<file path="src/xmem_pkg.sv">
// Notes on behaviour
// - Port bank select 0 puts pins on lower four ports, 1 on upper four.
// - Pins are claimed only during an off-chip external move, then released.
// - Drivers of pins acting as inputs, such as read data, are disabled.
// - Open-drain or push-pull pin output mode is never touched here.
// - For 8-bit moves the page register gives the upper address byte, except in memory mode 11 and off-chip in mode 01.
// - Mux mode select 0 shares address/data pins; 1 uses separate pins.
// - Memory mode 00 sends every move on-chip, wrapping modulo 8k.
// - Internal mode: 8-bit moves use page plus R0/R1; 16-bit use data pointer.
// - Split modes send addresses below 8k on-chip, above it off-chip.
// - Split without bank select: 8-bit off-chip leaves A[15:8] undriven.
// - Split without bank select: page register decides on/off-chip for 8-bit moves.
// - Split mode 16-bit moves route by data pointer and drive all 16 lines.
// - Memory mode 10: 8-bit off-chip moves take upper byte from page.
// - Memory mode 11 sends every move off-chip; on-chip RAM invisible.
// - Latch pulse width code 0..3 gives ALE high and low of 1..4 cycles.
// - Mux mode: low address on AD while ALE high, data afterwards with strobe.
// - Non-mux mode puts address and data on separate pins.
// - External-only 8-bit moves ignore page, leave upper lines undriven.
// - Split with bank select 8-bit off-chip moves drive all 16 lines.
package xmem_pkg;
  localparam logic [7:0] PAGE_IDX = 8'hA2;
  localparam logic [7:0] CONFIG_IDX = 8'hA3;
  localparam logic [7:0] STATUS_IDX = 8'hA4;
  localparam logic [11:0] PAGE_ADDR = {2'b00, PAGE_IDX, 2'b00};
  localparam logic [11:0] CONFIG_ADDR = {2'b00, CONFIG_IDX, 2'b00};
  localparam logic [11:0] STATUS_ADDR = {2'b00, STATUS_IDX, 2'b00};
  localparam logic [7:0] PAGE_RESET = 8'h00;
  localparam logic [5:0] CONFIG_RESET = 6'h03;
  localparam int CFG_BANK_BIT = 5;
  localparam int CFG_NONMUX_BIT = 4;
  localparam int CFG_MODE_LSB = 2;
  localparam int CFG_ALE_LSB = 0;
  localparam logic [1:0] MODE_INTERNAL = 2'h0;
  localparam logic [1:0] MODE_SPLIT_NOBANK = 2'h1;
  localparam logic [1:0] MODE_SPLIT_BANK = 2'h2;
  localparam logic [1:0] MODE_EXTERNAL = 2'h3;
  localparam logic [2:0] ONCHIP_TOP = 3'h0;
  localparam int PIN_WR = 7;
  localparam int PIN_RD = 6;
  localparam int PIN_ALE = 5;
  localparam int LOWADDR_LSB = 8;
  localparam int HIGHADDR_LSB = 16;
  localparam int DATA_LSB = 24;
  localparam logic [1:0] RESP_OKAY = 2'h0;
  localparam logic [1:0] RESP_SLVERR = 2'h2;
  typedef enum logic [2:0] {
    ST_IDLE = 3'b000,
    ST_ONCHIP = 3'b001,
    ST_ONRESP = 3'b010,
    ST_ALEHI = 3'b011,
    ST_ALELO = 3'b100,
    ST_SETUP = 3'b101,
    ST_STROBE = 3'b110,
    ST_HOLD = 3'b111
  } state_t;
endpackage : xmem_pkg

</file>
<file path="src/external_data_memory_interface.sv">
module external_data_memory_interface
  import xmem_pkg::*;
(
  input wire logic core_clk,
  input wire logic nrst,
  // AXI4-Lite register slave
  input wire logic [11:0] s_axi_awaddr,
  input wire logic s_axi_awvalid,
  output logic s_axi_awready,
  input wire logic [31:0] s_axi_wdata,
  input wire logic [3:0] s_axi_wstrb,
  input wire logic s_axi_wvalid,
  output logic s_axi_wready,
  output logic [1:0] s_axi_bresp,
  output logic s_axi_bvalid,
  input wire logic s_axi_bready,
  input wire logic [11:0] s_axi_araddr,
  input wire logic s_axi_arvalid,
  output logic s_axi_arready,
  output logic [31:0] s_axi_rdata,
  output logic [1:0] s_axi_rresp,
  output logic s_axi_rvalid,
  input wire logic s_axi_rready,
  // CPU external move request
  input wire logic reqValid,
  output logic reqReady,
  input wire logic reqWrite,
  input wire logic reqWide,
  input wire logic [15:0] reqDataPointer,
  input wire logic [7:0] reqRegLow,
  input wire logic [7:0] reqWdata,
  output logic rspValid,
  output logic [7:0] rspRdata,
  // Transaction timing
  input wire logic [1:0] setupCycles,
  input wire logic [3:0] strobeCode,
  input wire logic [1:0] holdCycles,
  // On-chip data RAM
  output logic ramEn,
  output logic ramWe,
  output logic [12:0] ramAddr,
  output logic [7:0] ramWdata,
  input wire logic [7:0] ramRdata,
  // Lower and upper port banks, four ports each
  input wire logic [31:0] loPortIn,
  output logic [31:0] loPortOut,
  output logic [31:0] loPortOe,
  output logic [31:0] loPortClaim,
  input wire logic [31:0] hiPortIn,
  output logic [31:0] hiPortOut,
  output logic [31:0] hiPortOe,
  output logic [31:0] hiPortClaim
);

  typedef struct packed {
    state_t st;
    logic [3:0] cnt;
    logic [7:0] page;
    logic [5:0] cfg;
    logic write;
    logic wide;
    logic [15:0] addr;
    logic [7:0] wdata;
    logic [7:0] rdata;
    logic rspValid;
    logic lastOnChip;
    logic awHeld;
    logic [11:0] awAddr;
    logic wHeld;
    logic [7:0] wData;
    logic wLane0;
    logic bValid;
    logic [1:0] bResp;
    logic rValid;
    logic [31:0] rData;
    logic [1:0] rResp;
  } regs_t;

  localparam regs_t REGS_RESET = '{
    st: ST_IDLE, cnt: 4'h0, page: PAGE_RESET, cfg: CONFIG_RESET, write: 1'b0,
    wide: 1'b0, addr: 16'h0000, wdata: 8'h00, rdata: 8'h00, rspValid: 1'b0,
    lastOnChip: 1'b0, awHeld: 1'b0, awAddr: 12'h000, wHeld: 1'b0, wData: 8'h00,
    wLane0: 1'b0, bValid: 1'b0, bResp: RESP_OKAY, rValid: 1'b0, rData: 32'h00000000,
    rResp: RESP_OKAY
  };

  regs_t s_q;
  regs_t s_d;

  logic [1:0] memMode;
  logic nonMux;
  logic bankHigh;
  logic [1:0] aleCode;
  logic [15:0] reqAddr;
  logic reqOnChip;
  logic offChip;
  logic driveUpper;
  logic [31:0] busOut;
  logic [31:0] busOe;
  logic [31:0] busClaim;
  logic [7:0] dataIn;

  assign memMode = s_q.cfg[CFG_MODE_LSB +: 2];
  assign nonMux = s_q.cfg[CFG_NONMUX_BIT];
  assign bankHigh = s_q.cfg[CFG_BANK_BIT];
  assign aleCode = s_q.cfg[CFG_ALE_LSB +: 2];

  // Effective address: data pointer, or page byte over R0/R1
  assign reqAddr = reqWide ? reqDataPointer : {s_q.page, reqRegLow};

  always_comb begin
    case (memMode)
      MODE_INTERNAL: reqOnChip = 1'b1;
      MODE_EXTERNAL: reqOnChip = 1'b0;
      default: reqOnChip = (reqAddr[15:13] == ONCHIP_TOP);
    endcase
  end

  assign reqReady = (s_q.st == ST_IDLE);
  assign rspValid = s_q.rspValid;
  assign rspRdata = s_q.rdata;

  assign ramEn = (s_q.st == ST_ONCHIP);
  assign ramWe = (s_q.st == ST_ONCHIP) && s_q.write;
  assign ramAddr = s_q.addr[12:0];
  assign ramWdata = s_q.wdata;

  assign offChip = (s_q.st == ST_ALEHI) || (s_q.st == ST_ALELO) || (s_q.st == ST_SETUP)
    || (s_q.st == ST_STROBE) || (s_q.st == ST_HOLD);

  // Upper lines left to port latches for narrow moves except bank select
  assign driveUpper = s_q.wide || (memMode == MODE_SPLIT_BANK);

  assign dataIn = bankHigh ? hiPortIn[DATA_LSB +: 8] : loPortIn[DATA_LSB +: 8];

  always_comb begin
    busOut = 32'hFFFFFFFF;
    busOe = 32'h00000000;
    busClaim = 32'h00000000;
    if (offChip) begin
      busOut[PIN_WR] = !((s_q.st == ST_STROBE) && s_q.write);
      busOut[PIN_RD] = !((s_q.st == ST_STROBE) && !s_q.write);
      busOe[PIN_WR] = 1'b1;
      busOe[PIN_RD] = 1'b1;
      busClaim[PIN_WR] = 1'b1;
      busClaim[PIN_RD] = 1'b1;
      if (driveUpper) begin
        busOut[HIGHADDR_LSB +: 8] = s_q.addr[15:8];
        busOe[HIGHADDR_LSB +: 8] = 8'hFF;
        busClaim[HIGHADDR_LSB +: 8] = 8'hFF;
      end
      busClaim[DATA_LSB +: 8] = 8'hFF;
      if (nonMux) begin
        busOut[LOWADDR_LSB +: 8] = s_q.addr[7:0];
        busOe[LOWADDR_LSB +: 8] = 8'hFF;
        busClaim[LOWADDR_LSB +: 8] = 8'hFF;
        busOut[DATA_LSB +: 8] = s_q.wdata;
        busOe[DATA_LSB +: 8] = {8{s_q.write}};
      end else begin
        busOut[PIN_ALE] = (s_q.st == ST_ALEHI);
        busOe[PIN_ALE] = 1'b1;
        busClaim[PIN_ALE] = 1'b1;
        if (s_q.st == ST_ALEHI) begin
          busOut[DATA_LSB +: 8] = s_q.addr[7:0];
          busOe[DATA_LSB +: 8] = 8'hFF;
        end else begin
          busOut[DATA_LSB +: 8] = s_q.wdata;
          busOe[DATA_LSB +: 8] = {8{s_q.write}};
        end
      end
    end
  end

  // Bank routing; output mode of each pin stays with the port logic
  assign loPortOut = busOut;
  assign hiPortOut = busOut;
  assign loPortOe = bankHigh ? 32'h00000000 : busOe;
  assign loPortClaim = bankHigh ? 32'h00000000 : busClaim;
  assign hiPortOe = bankHigh ? busOe : 32'h00000000;
  assign hiPortClaim = bankHigh ? busClaim : 32'h00000000;

  assign s_axi_awready = !s_q.awHeld && !s_q.bValid;
  assign s_axi_wready = !s_q.wHeld && !s_q.bValid;
  assign s_axi_bvalid = s_q.bValid;
  assign s_axi_bresp = s_q.bResp;
  assign s_axi_arready = !s_q.rValid;
  assign s_axi_rvalid = s_q.rValid;
  assign s_axi_rdata = s_q.rData;
  assign s_axi_rresp = s_q.rResp;

  always_comb begin
    s_d = s_q;
    s_d.rspValid = 1'b0;

    // Transaction sequencer
    case (s_q.st)
      ST_IDLE: begin
        if (reqValid) begin
          s_d.write = reqWrite;
          s_d.wide = reqWide;
          s_d.addr = reqAddr;
          s_d.wdata = reqWdata;
          s_d.lastOnChip = reqOnChip;
          if (reqOnChip) begin
            s_d.st = ST_ONCHIP;
          end else if (!nonMux) begin
            s_d.st = ST_ALEHI;
            s_d.cnt = {2'b00, aleCode};
          end else if (setupCycles != 2'h0) begin
            s_d.st = ST_SETUP;
            s_d.cnt = {2'b00, setupCycles - 2'h1};
          end else begin
            s_d.st = ST_STROBE;
            s_d.cnt = strobeCode;
          end
        end
      end
      ST_ONCHIP: begin
        s_d.st = ST_ONRESP;
      end
      ST_ONRESP: begin
        if (!s_q.write) begin
          s_d.rdata = ramRdata;
        end
        s_d.rspValid = 1'b1;
        s_d.st = ST_IDLE;
      end
      ST_ALEHI: begin
        if (s_q.cnt == 4'h0) begin
          s_d.st = ST_ALELO;
          s_d.cnt = {2'b00, aleCode};
        end else begin
          s_d.cnt = s_q.cnt - 4'h1;
        end
      end
      ST_ALELO: begin
        if (s_q.cnt != 4'h0) begin
          s_d.cnt = s_q.cnt - 4'h1;
        end else if (setupCycles != 2'h0) begin
          s_d.st = ST_SETUP;
          s_d.cnt = {2'b00, setupCycles - 2'h1};
        end else begin
          s_d.st = ST_STROBE;
          s_d.cnt = strobeCode;
        end
      end
      ST_SETUP: begin
        if (s_q.cnt == 4'h0) begin
          s_d.st = ST_STROBE;
          s_d.cnt = strobeCode;
        end else begin
          s_d.cnt = s_q.cnt - 4'h1;
        end
      end
      ST_STROBE: begin
        if (s_q.cnt != 4'h0) begin
          s_d.cnt = s_q.cnt - 4'h1;
        end else begin
          if (!s_q.write) begin
            s_d.rdata = dataIn;
          end
          if (holdCycles != 2'h0) begin
            s_d.st = ST_HOLD;
            s_d.cnt = {2'b00, holdCycles - 2'h1};
          end else begin
            s_d.st = ST_IDLE;
            s_d.rspValid = 1'b1;
          end
        end
      end
      ST_HOLD: begin
        if (s_q.cnt == 4'h0) begin
          s_d.st = ST_IDLE;
          s_d.rspValid = 1'b1;
        end else begin
          s_d.cnt = s_q.cnt - 4'h1;
        end
      end
      default: begin
        s_d.st = ST_IDLE;
      end
    endcase

    // Register write channel
    if (s_axi_awvalid && s_axi_awready) begin
      s_d.awHeld = 1'b1;
      s_d.awAddr = s_axi_awaddr;
    end
    if (s_axi_wvalid && s_axi_wready) begin
      s_d.wHeld = 1'b1;
      s_d.wData = s_axi_wdata[7:0];
      s_d.wLane0 = s_axi_wstrb[0];
    end
    if (s_q.awHeld && s_q.wHeld) begin
      s_d.awHeld = 1'b0;
      s_d.wHeld = 1'b0;
      s_d.bValid = 1'b1;
      s_d.bResp = RESP_OKAY;
      case (s_q.awAddr[11:2])
        PAGE_ADDR[11:2]: begin
          if (s_q.wLane0) begin
            s_d.page = s_q.wData;
          end
        end
        CONFIG_ADDR[11:2]: begin
          if (s_q.wLane0) begin
            s_d.cfg = s_q.wData[5:0];
          end
        end
        STATUS_ADDR[11:2]: begin
          s_d.bResp = RESP_OKAY;
        end
        default: begin
          s_d.bResp = RESP_SLVERR;
        end
      endcase
    end
    if (s_q.bValid && s_axi_bready) begin
      s_d.bValid = 1'b0;
    end

    // Register read channel
    if (s_axi_arvalid && s_axi_arready) begin
      s_d.rValid = 1'b1;
      s_d.rResp = RESP_OKAY;
      case (s_axi_araddr[11:2])
        PAGE_ADDR[11:2]: s_d.rData = {24'h000000, s_q.page};
        CONFIG_ADDR[11:2]: s_d.rData = {26'h0000000, s_q.cfg};
        STATUS_ADDR[11:2]: s_d.rData = {24'h000000, 1'b0, s_q.lastOnChip, offChip,
          !reqReady, 1'b0, s_q.st};
        default: begin
          s_d.rData = 32'h00000000;
          s_d.rResp = RESP_SLVERR;
        end
      endcase
    end else if (s_q.rValid && s_axi_rready) begin
      s_d.rValid = 1'b0;
    end
  end

  always_ff @(posedge core_clk or negedge nrst) begin
    if (!nrst) begin
      s_q <= REGS_RESET;
    end else begin
      s_q <= s_d;
    end
  end

endmodule : external_data_memory_interface

</file>
<file path="config.mk">
export PLATFORM = sky130hd
export DESIGN_NAME = external_data_memory_interface
export DESIGN_NICKNAME = d
export VERILOG_FILES = /design/src/xmem_pkg.sv /design/src/external_data_memory_interface.sv
export SDC_FILE = /design/constraint.sdc
export NUM_CORES = 1
export LEC_CHECK = 0
export BUFFER_PORTS_ARGS = -buffer_cell sky130_fd_sc_hd__buf_4
export CORE_AREA = 2 2 173 175
export CTS_BUF_LIST = sky130_fd_sc_hd__clkbuf_2
export DETAILED_ROUTE_END_ITERATION = 7
export DIE_AREA = 0 0 175 177
export HOLD_SLACK_MARGIN = 0.1
export PLACE_DENSITY = 0.52
export SETUP_SLACK_MARGIN = 0.4
export SYNTH_ARGS = -nofsm -noshare
export SYNTH_HDL_FRONTEND = slang
export SYNTH_SLANG_ARGS = --single-unit
</file>
<file path="constraint.sdc">
create_clock -name core_clk -period 3.4 [get_ports core_clk]
set_clock_uncertainty 0.2 [all_clocks]
set_input_delay 0.34 -clock core_clk [delete_from_list [all_inputs] [get_ports core_clk]]
set_output_delay 0.34 -clock core_clk [all_outputs]
set_load 0.02 [all_outputs]
</file>
==> results of run 1 <==
-- cell usage after synthesis, types with 4 or more instances --
cell type and instances:
and2_1 5, a22oi_1 13, o21ai_0 10, dfrtp_1 88, nand4_1 5, nor2b_1 4
a21oi_1 37, ha_1 5, mux2i_1 19, mux2_2 52, buf_2 7, nand3_1 12
nor3_1 7, a22o_1 8, nor2_1 48, o22ai_1 4, or3_1 10, inv_1 18
or2_2 8, nand2_1 44, clkbuf_1 12, buf_4 225
-- per-stage QoR --
| step | power [mW] | util [%] |
|---|---|---|
| 2_1_floorplan | 4.90 | - |
| 3_3_place_gp | 5.92 | 26.8 |
| 3_5_place_dp | 5.95 | 26.8 |
| 4_1_cts | 6.65 | 31.2 |
| 5_1_grt | 7.02 | 31.2 |
| 6_report | 6.56 | 31.2 |
-- flip-flops by register name (all words and copies together), names as in the netlist --
signal        count
s_axi_rresp       1
rspRdata          8
s_axi_bresp       1
bankHigh          1
s_q              42
s_axi_bvalid      1
s_axi_rvalid      1
aleCode           2
memMode           2
nonMux            1
rspValid          1
s_axi_rdata       8
ramWdata          8
ramAddr          13
-- timing repair --
action | CTS | global route
gates resized for setup | 2 | 6
endpoints found under the setup margin | 10 | 27
hold buffers | 116 | 0
hold endpoints to repair | 141 | 0
cloned | 0 | 0
-- how the worst max path moves through the flow --
stage,start,cells past startpoint,to,slack [ns]
finish,setupCycles[1],9,s_q[112]$_DFFE_PN0P_,0.47
global route,bankHigh$_DFFE_PN0P_,3,loPortClaim[10],0.43
CTS,s_q[115]$_DFFE_PN0P_,4,hiPortOut[11],0.43
detailed placement,s_q[111]$_DFFE_PN0P_,6,s_q[111]$_DFFE_PN0P_,0.85
global placement,s_q[111]$_DFFE_PN0P_,6,s_q[111]$_DFFE_PN0P_,0.88
floorplan,s_q[117]$_DFFE_PN0P_,5,loPortClaim[17],0.44
-- tightest hold or removal path, cell delays in order --
cell and delay [ns]:
buf_4 0.10, and2_1 0.29, a21o_1 0.22
-- power breakdown --
group / switching (mW) / total, mW / leakage (nW) / internal [mW]
Sequential: 0.380 / 1.85 / 1.09 / 1.47
Clock: 0.427 / 0.537 / 0.0686 / 0.110
Combinational: 2.38 / 4.17 / 3.25 / 1.79
-- area by class of cell --
cell class	instances	area (µm²)	area share, %
repair buffers	447	3660	40.1
multi-input cells	395	2570	28.1
flip-flops and latches	90	2260	24.7
well taps	390	488	5.34
inverters	18	67.6	0.739
clock buffers	10	50.0	0.548
clock inverters	6	47.5	0.520
-- cell families after synthesis --
| group | count (synthesis) | synth area share (%) |
|---|---|---|
| adder cells (fa/ha/maj) | 6 | 1.13 |
| multiplexers | 71 | 12.0 |
| AO/OA/AOI/OAI | 100 | 10.4 |
| AND/OR/NAND/NOR | 162 | 12.4 |
| flip-flops | 90 | 35.0 |
| other | 2 | 0.117 |
| buffers and inverters | 266 | 28.9 |
-- cell usage in the layout, fill, tap and decap left out, types with 3 or more instances in the layout --
cell type and count:
o22ai_1 4, nor2_1 46, conb_1 56, a22o_1 8, mux2i_1 19, ha_1 5, or3_1 9, a21oi_1 36
a211oi_1 3, nor4b_1 3, and2_1 4, a31oi_1 3, nand4_1 5, clkbuf_2 10, a22oi_1 13, dfrtp_1 87
dlygate4sd3_1 115, nor2b_1 4, buf_4 331, nand2_1 44, mux2_2 52, nor3_1 6, or2_2 8, inv_1 18
o21ai_0 10, nand3_1 12
-- per-layer routing --
layer	vias to the layer above	routed length, µm	global-route usage, %
met5	-	0	0
met4	0	266	2.74
met3	19	1440	2.99
met2	248	10800	23.9
met1	2648	8420	15.2
li1	2621	-	-
==> qor.yml, run 1 <==
antenna_left: 0
place.gp.congestion: 0.807
die_area_um2: 31000
drt-total-wl_um: 20900
cp_max_fo: 9
place_area_um2: 7830
r2r-end: "s_q[111]$_DFFE_PN0P_"
reg2reg_from: "s_q[111]$_DFFE_PN0P_"
n_fill_cell: 3033
min_period_ns: 2.93
yosysTopAreaCellShare_pct: 34.2
vias: 5536
cts-root-buf: "clkbuf_2"
vias_per_cell: 4.08
crit_path_max_incr_delay_ns: 0.59
rows: 63
numCtsBuffers: 9
worst_slack_ns: 0.467
num_io_pins: 448
die_w_um: 175
cp.required_ns: 3.72
worstPathBufferInverterCount: 4
finalCritPeriodShare_pct: 86.3
setup_viol: 0
synth_edf_count: 0
synth_area_leader_cell: "dfrtp_1"
ys_seq_elements: 90
drt_iter0_drc: 156
syn_area_um2: 6440
ys.flop_type: "dfrtp_1"
finalSetupTns_ns: 0
clkSinkCount: 90
cts.htree.levels: 3
timing.fmax_mhz: 341
dp.cells: 1224
final_cells: 1356
ys_types: 58
initial_core_util_pct: 22.0
fp.dieH_um: 177
endpoint_kind: "flip-flop"
tightest_slew_ns: 0.712
hp-start: "s_axi_awvalid"
synthCells: 697
crit_chain: "dlygate4sd3_1 > buf_4 > nor2_1 > nand2_1 > dlygate4sd3_1 > a31oi_1 > dlygate4sd3_1 > nor2_1 > o31ai_1"
wl_per_cell_um: 15.4
port-buffer-count: 312
power_density_nw_per_um2: 717
stdcell_area_um2: 9140
seq_area_frac_synth_pct: 35.0
track_usage_pct: 12.9
area_delta_synth_final_pct: 41.9
crit_family: "buffers and inverters"
clk_pin_slew_ns: 0.26
synth_area_leaders: "dfrtp_1 34%, buf_4 26%, mux2_2 9.1%"
yosys_warnings: 0
avgSynthCellArea_um2: 9.24
dp_slack_ns: 0.849
crit_top_cell: "dlygate4sd3_1"
drtPass1Iterations: 5
cts_tree: "built"
slew_headroom_pct: 52.3
r2r.worst_path.cells: 8
cp_slowest_cell: "dlygate4sd3_1"
antenna_found_initial: 0
final_nets: 1148
grt_max_degree: 51
grt-ovfl-total: 0
hold_depth: 3
path_class: "primary input to flip-flop"
clockBufferDepth: 2
startpoint_type: "primary input"
grt_pass1_vias: 5354
ir_worst_vdd_uv: 449
power_leakage_nw: 4.41
outcome: "complete, no violations"
hold_viol_final: 0
rsz0062_at_grt: "false"
min_path_type: "primary input to flip-flop"
coreArea_um2: 29200
dp_hpwl_um: 15600
reg2reg_slack_ns: 0.56
hold_slack_ns: 0.159
drv_slew: 0
arrival_ns: 3.26
antenna_cells: 0
cts_post_setup_buffers_inserted: 0
synthArstFlopShare_pct: 100
grt_pass1_wl_um: 30600
drive_above_1_share_pct: 44.1
clkLatencyLatePin_ns: 0.60
maxCapViolations: 0
drc: 0
min_to: "s_q[60]$_DFFE_PN0P_"
(Power assumes the default switching activity.)
==> inputs of run 2 (changes only) <==
--- a/config.mk
+++ b/config.mk
@@ -5,13 +5,14 @@
 export SDC_FILE = /design/constraint.sdc
 export NUM_CORES = 1
 export LEC_CHECK = 0
+export ABC_AREA = 1
 export BUFFER_PORTS_ARGS = -buffer_cell sky130_fd_sc_hd__buf_4
-export CORE_AREA = 2 2 173 175
+export CORE_AREA = 2 2 174 176
 export CTS_BUF_LIST = sky130_fd_sc_hd__clkbuf_2
 export DETAILED_ROUTE_END_ITERATION = 7
-export DIE_AREA = 0 0 175 177
+export DIE_AREA = 0 0 176 178
 export HOLD_SLACK_MARGIN = 0.1
-export PLACE_DENSITY = 0.52
+export PLACE_DENSITY = 0.53
 export SETUP_SLACK_MARGIN = 0.4
 export SYNTH_ARGS = -nofsm -noshare
 export SYNTH_HDL_FRONTEND = slang
==> qor.yml, run 2 <==
outcome: "complete, no violations"  # unchanged
cts-root-buf: "clkbuf_2"  # unchanged
power_density_nw_per_um2: 715  # was 717 nW/µm²
tightest_slew_ns: 1.04  # was 0.712 ns
area_delta_synth_final_pct: 44.1  # was 41.9%
drtPass1Iterations: 5  # unchanged
layout_commonest_cell: "buf_4"  # unchanged
ys.flop_type: "dfrtp_1"  # unchanged
cts.htree.levels: 3  # unchanged
numCtsBuffers: 9  # unchanged
dp_hpwl_um: 16000  # was 15600 µm
initial_core_util_pct: 22.7  # was 22.0%
regMostFlops: "s_q"  # unchanged
arrival_ns: 3.15  # was 3.26 ns
endpoint_kind: "flip-flop"  # unchanged
die_area_um2: 31300  # was 31000 µm²
clk_pin_slew_ns: 0.31  # was 0.26 ns
grt-ovfl-total: 0  # unchanged
ys_types: 46  # was 58
crit_chain: "buf_4 > nor2_8 > nand2_4 > inv_2 > nand2_2 > clkinv_2 > nand2_1 > dlygate4sd3_1 > nand2_1 > dlygate4sd3_1"  # was dlygate4sd3_1 > buf_4 > nor2_1 > nand2_1 > dlygate4sd3_1 > a31oi_1 > dlygate4sd3_1 > nor2_1 > o31ai_1
hold_depth: 3  # unchanged
yosys.cell_count.top_type: "buf_4"  # unchanged
synthArstFlopShare_pct: 100  # unchanged
drive_above_1_share_pct: 37.3  # was 44.1%
antenna_cells: 0  # unchanged
slew_headroom_pct: 30.8  # was 52.3%
syn_area_um2: 6660  # was 6440 µm²
vias: 6171  # was 5536
path_class: "flip-flop to flip-flop"  # was primary input to flip-flop
worst_slack_ns: 0.561  # was 0.467 ns
synth_edf_count: 0  # unchanged
synth_area_leader_cell: "dfrtp_1"  # unchanged
cp.required_ns: 3.71  # was 3.72 ns
startpoint_type: "flip-flop"  # was primary input
clkLatencyLatePin_ns: 0.61  # was 0.60 ns
grt_max_degree: 77  # was 51
r2r.worst_path.cells: 10  # was 8
grt_pass1_wl_um: 32000  # was 30600 µm
die_w_um: 176  # was 175 µm
hold_viol_final: 0  # unchanged
grt_pass1_vias: 5818  # was 5354
setup_viol: 0  # unchanged
min_period_ns: 2.84  # was 2.93 ns
rows: 63  # unchanged
ir_worst_vdd_uv: 338  # was 449 µV
power_leakage_nw: 4.86  # was 4.41 nW
avgSynthCellArea_um2: 7.83  # was 9.24 µm²
synth_common_cells: "224 x buf_4, 161 x nand2_1, 88 x dfrtp_1, 80 x nor2_1, 51 x inv_1"  # was 225 x buf_4, 88 x dfrtp_1, 52 x mux2_2, 48 x nor2_1, 44 x nand2_1
finalCritPeriodShare_pct: 83.5  # was 86.3%
drt_iter0_drc: 230  # was 156
synth_area_leaders: "dfrtp_1 33%, buf_4 25%, nand2_1 9.1%"  # was dfrtp_1 34%, buf_4 26%, mux2_2 9.1%
synthCells: 851  # was 697
drv_slew: 0  # unchanged
antenna_left: 0  # unchanged
maxCapViolations: 0  # unchanged
dp.cells: 1377  # was 1224
port-buffer-count: 312  # unchanged
track_usage_pct: 13.2  # was 12.9%
antenna_found_initial: 0  # unchanged
final_cells: 1536  # was 1356
clockBufferDepth: 2  # unchanged
place.gp.congestion: 0.850  # was 0.807
drc: 0  # unchanged
fp.dieH_um: 178  # was 177 µm
num_io_pins: 448  # unchanged
n_fill_cell: 3091  # was 3033
dp_slack_ns: 0.561  # was 0.849 ns
yosysTopAreaCellShare_pct: 33.1  # was 34.2%
seq_area_frac_synth_pct: 33.8  # was 35.0%
rsz0062_at_grt: "false"  # unchanged
drt-total-wl_um: 21300  # was 20900 µm
ys_seq_elements: 90  # unchanged
mostFrequentLayoutCells: "327 x buf_4, 161 x nand2_1, 139 x dlygate4sd3_1"  # was 331 x buf_4, 115 x dlygate4sd3_1, 87 x dfrtp_1
yosys_warnings: 0  # unchanged
wl_per_cell_um: 13.9  # was 15.4 µm
timing.fmax_mhz: 352  # was 341 MHz
cp_max_fo: 16  # was 9
min_path_type: "primary input to flip-flop"  # unchanged
vias_per_cell: 4.02  # was 4.08
largest_reg_flops: 42  # unchanged
final_nets: 1328  # was 1148
cts_tree: "built"  # unchanged
finalSetupTns_ns: 0  # unchanged
p_total_mw: 6.86  # was 6.56 mW
clkSinkCount: 90  # unchanged
cp_slowest_cell: "dlygate4sd3_1"  # unchanged
coreArea_um2: 29400  # was 29200 µm²
crit_path_max_incr_delay_ns: 0.56  # was 0.59 ns
## run 2: cell types whose count changed in the layout (fill, tap and decap cells not counted), sizes merged, moves of 25 or more
| cell | previous run | this run |
|---|---|---|
| nand3 | 12 | 37 |
| inv | 21 | 67 |
| nor2 | 48 | 90 |
| nand2 | 44 | 171 |
| mux2 | 52 | 8 |
| o21ai | 10 | 35 |
## run 2: logic make-up after synthesis
family	Yosys count	synth area share [%]
buffers and inverters	306	30.5
flip-flops	90	33.8
other	2	0.113
adder cells (fa/ha/maj)	5	0.939
XOR/XNOR	2	0.263
AND/OR/NAND/NOR	328	22.1
AO/OA/AOI/OAI	110	10.8
multiplexers	8	1.35
## run 2: worst max-delay path, delay by kind of cell (launching register included)
kind | cells | cell delay (ns)
buffers and inverters | 5 | 1.70
flip-flops | 1 | 0.43
AND/OR/NAND/NOR | 5 | 0.43
## run 2: area by class of cell
class	instances	area, µm²	share of cell area, %
well taps	390	488	5.08
repair buffers	467	3860	40.2
multi-input cells	509	2610	27.2
inverters	64	253	2.63
flip-flops and latches	90	2260	23.5
clock inverters	7	82.6	0.860
clock buffers	9	45.0	0.469
## run 2: layer usage
layer,global-route usage (%),routed length [µm],part of all wire [%],up-vias
met3,1.71,1110,5.2,24
met2,24.3,11100,52,251
met5,0,0,0,-
met4,3.82,367,1.7,0
met1,16.2,8750,41,2891
li1,-,-,-,3005
## run 2: worst paths after layout
kind,start,slack (ns),to
worst max-delay path,s_q[115]$_DFFE_PN0P_,0.56,ramWdata[2]$_DFFE_PN0P_
worst min-delay path,s_axi_wvalid,0.15,s_q[47]$_DFFE_PN0P_
worst max register to register,s_q[115]$_DFFE_PN0P_,0.56,ramWdata[2]$_DFFE_PN0P_
worst min register to register,s_q[94]$_DFFE_PN0P_,0.32,s_q[94]$_DFFE_PN0P_
max in group asynchronous,nrst,1.96,ramWdata[4]$_DFFE_PN0P_
min in group asynchronous,nrst,0.17,s_axi_rvalid$_DFFE_PN0P_
## run 2: power by group
group / switching, mW / internal (mW) / total, mW
registers: 0.272 / 1.45 / 1.72
clock network: 0.455 / 0.188 / 0.643
logic: 2.59 / 1.91 / 4.50
## run 2: repair_timing
| action | 4_1_cts | 5_1_grt |
|---|---|---|
| setup endpoints to repair | 130 | 47 |
| endpoints found under the hold margin | 146 | 0 |
| buffers inserted | 2 | 1 |
| resized for setup | 5 | 9 |
| pin swaps | 1 | 1 |
| gates cloned | 0 | 0 |
| hold buffers | 140 | 0 |
## run 2: metrics by stage
| step | instance area (µm²) | utilization, % | hold WS [ns] |
|---|---|---|---|
| after floorplan | 6860 | - | -0.156 |
| after global placement | 8000 | 27.2 | 0.261 |
| after detailed placement | 8000 | 27.2 | 0.263 |
| after CTS | 9560 | 32.5 | 0.118 |
| after global routing | 9600 | 32.6 | 0.125 |
| final | 9600 | 32.6 | 0.150 |
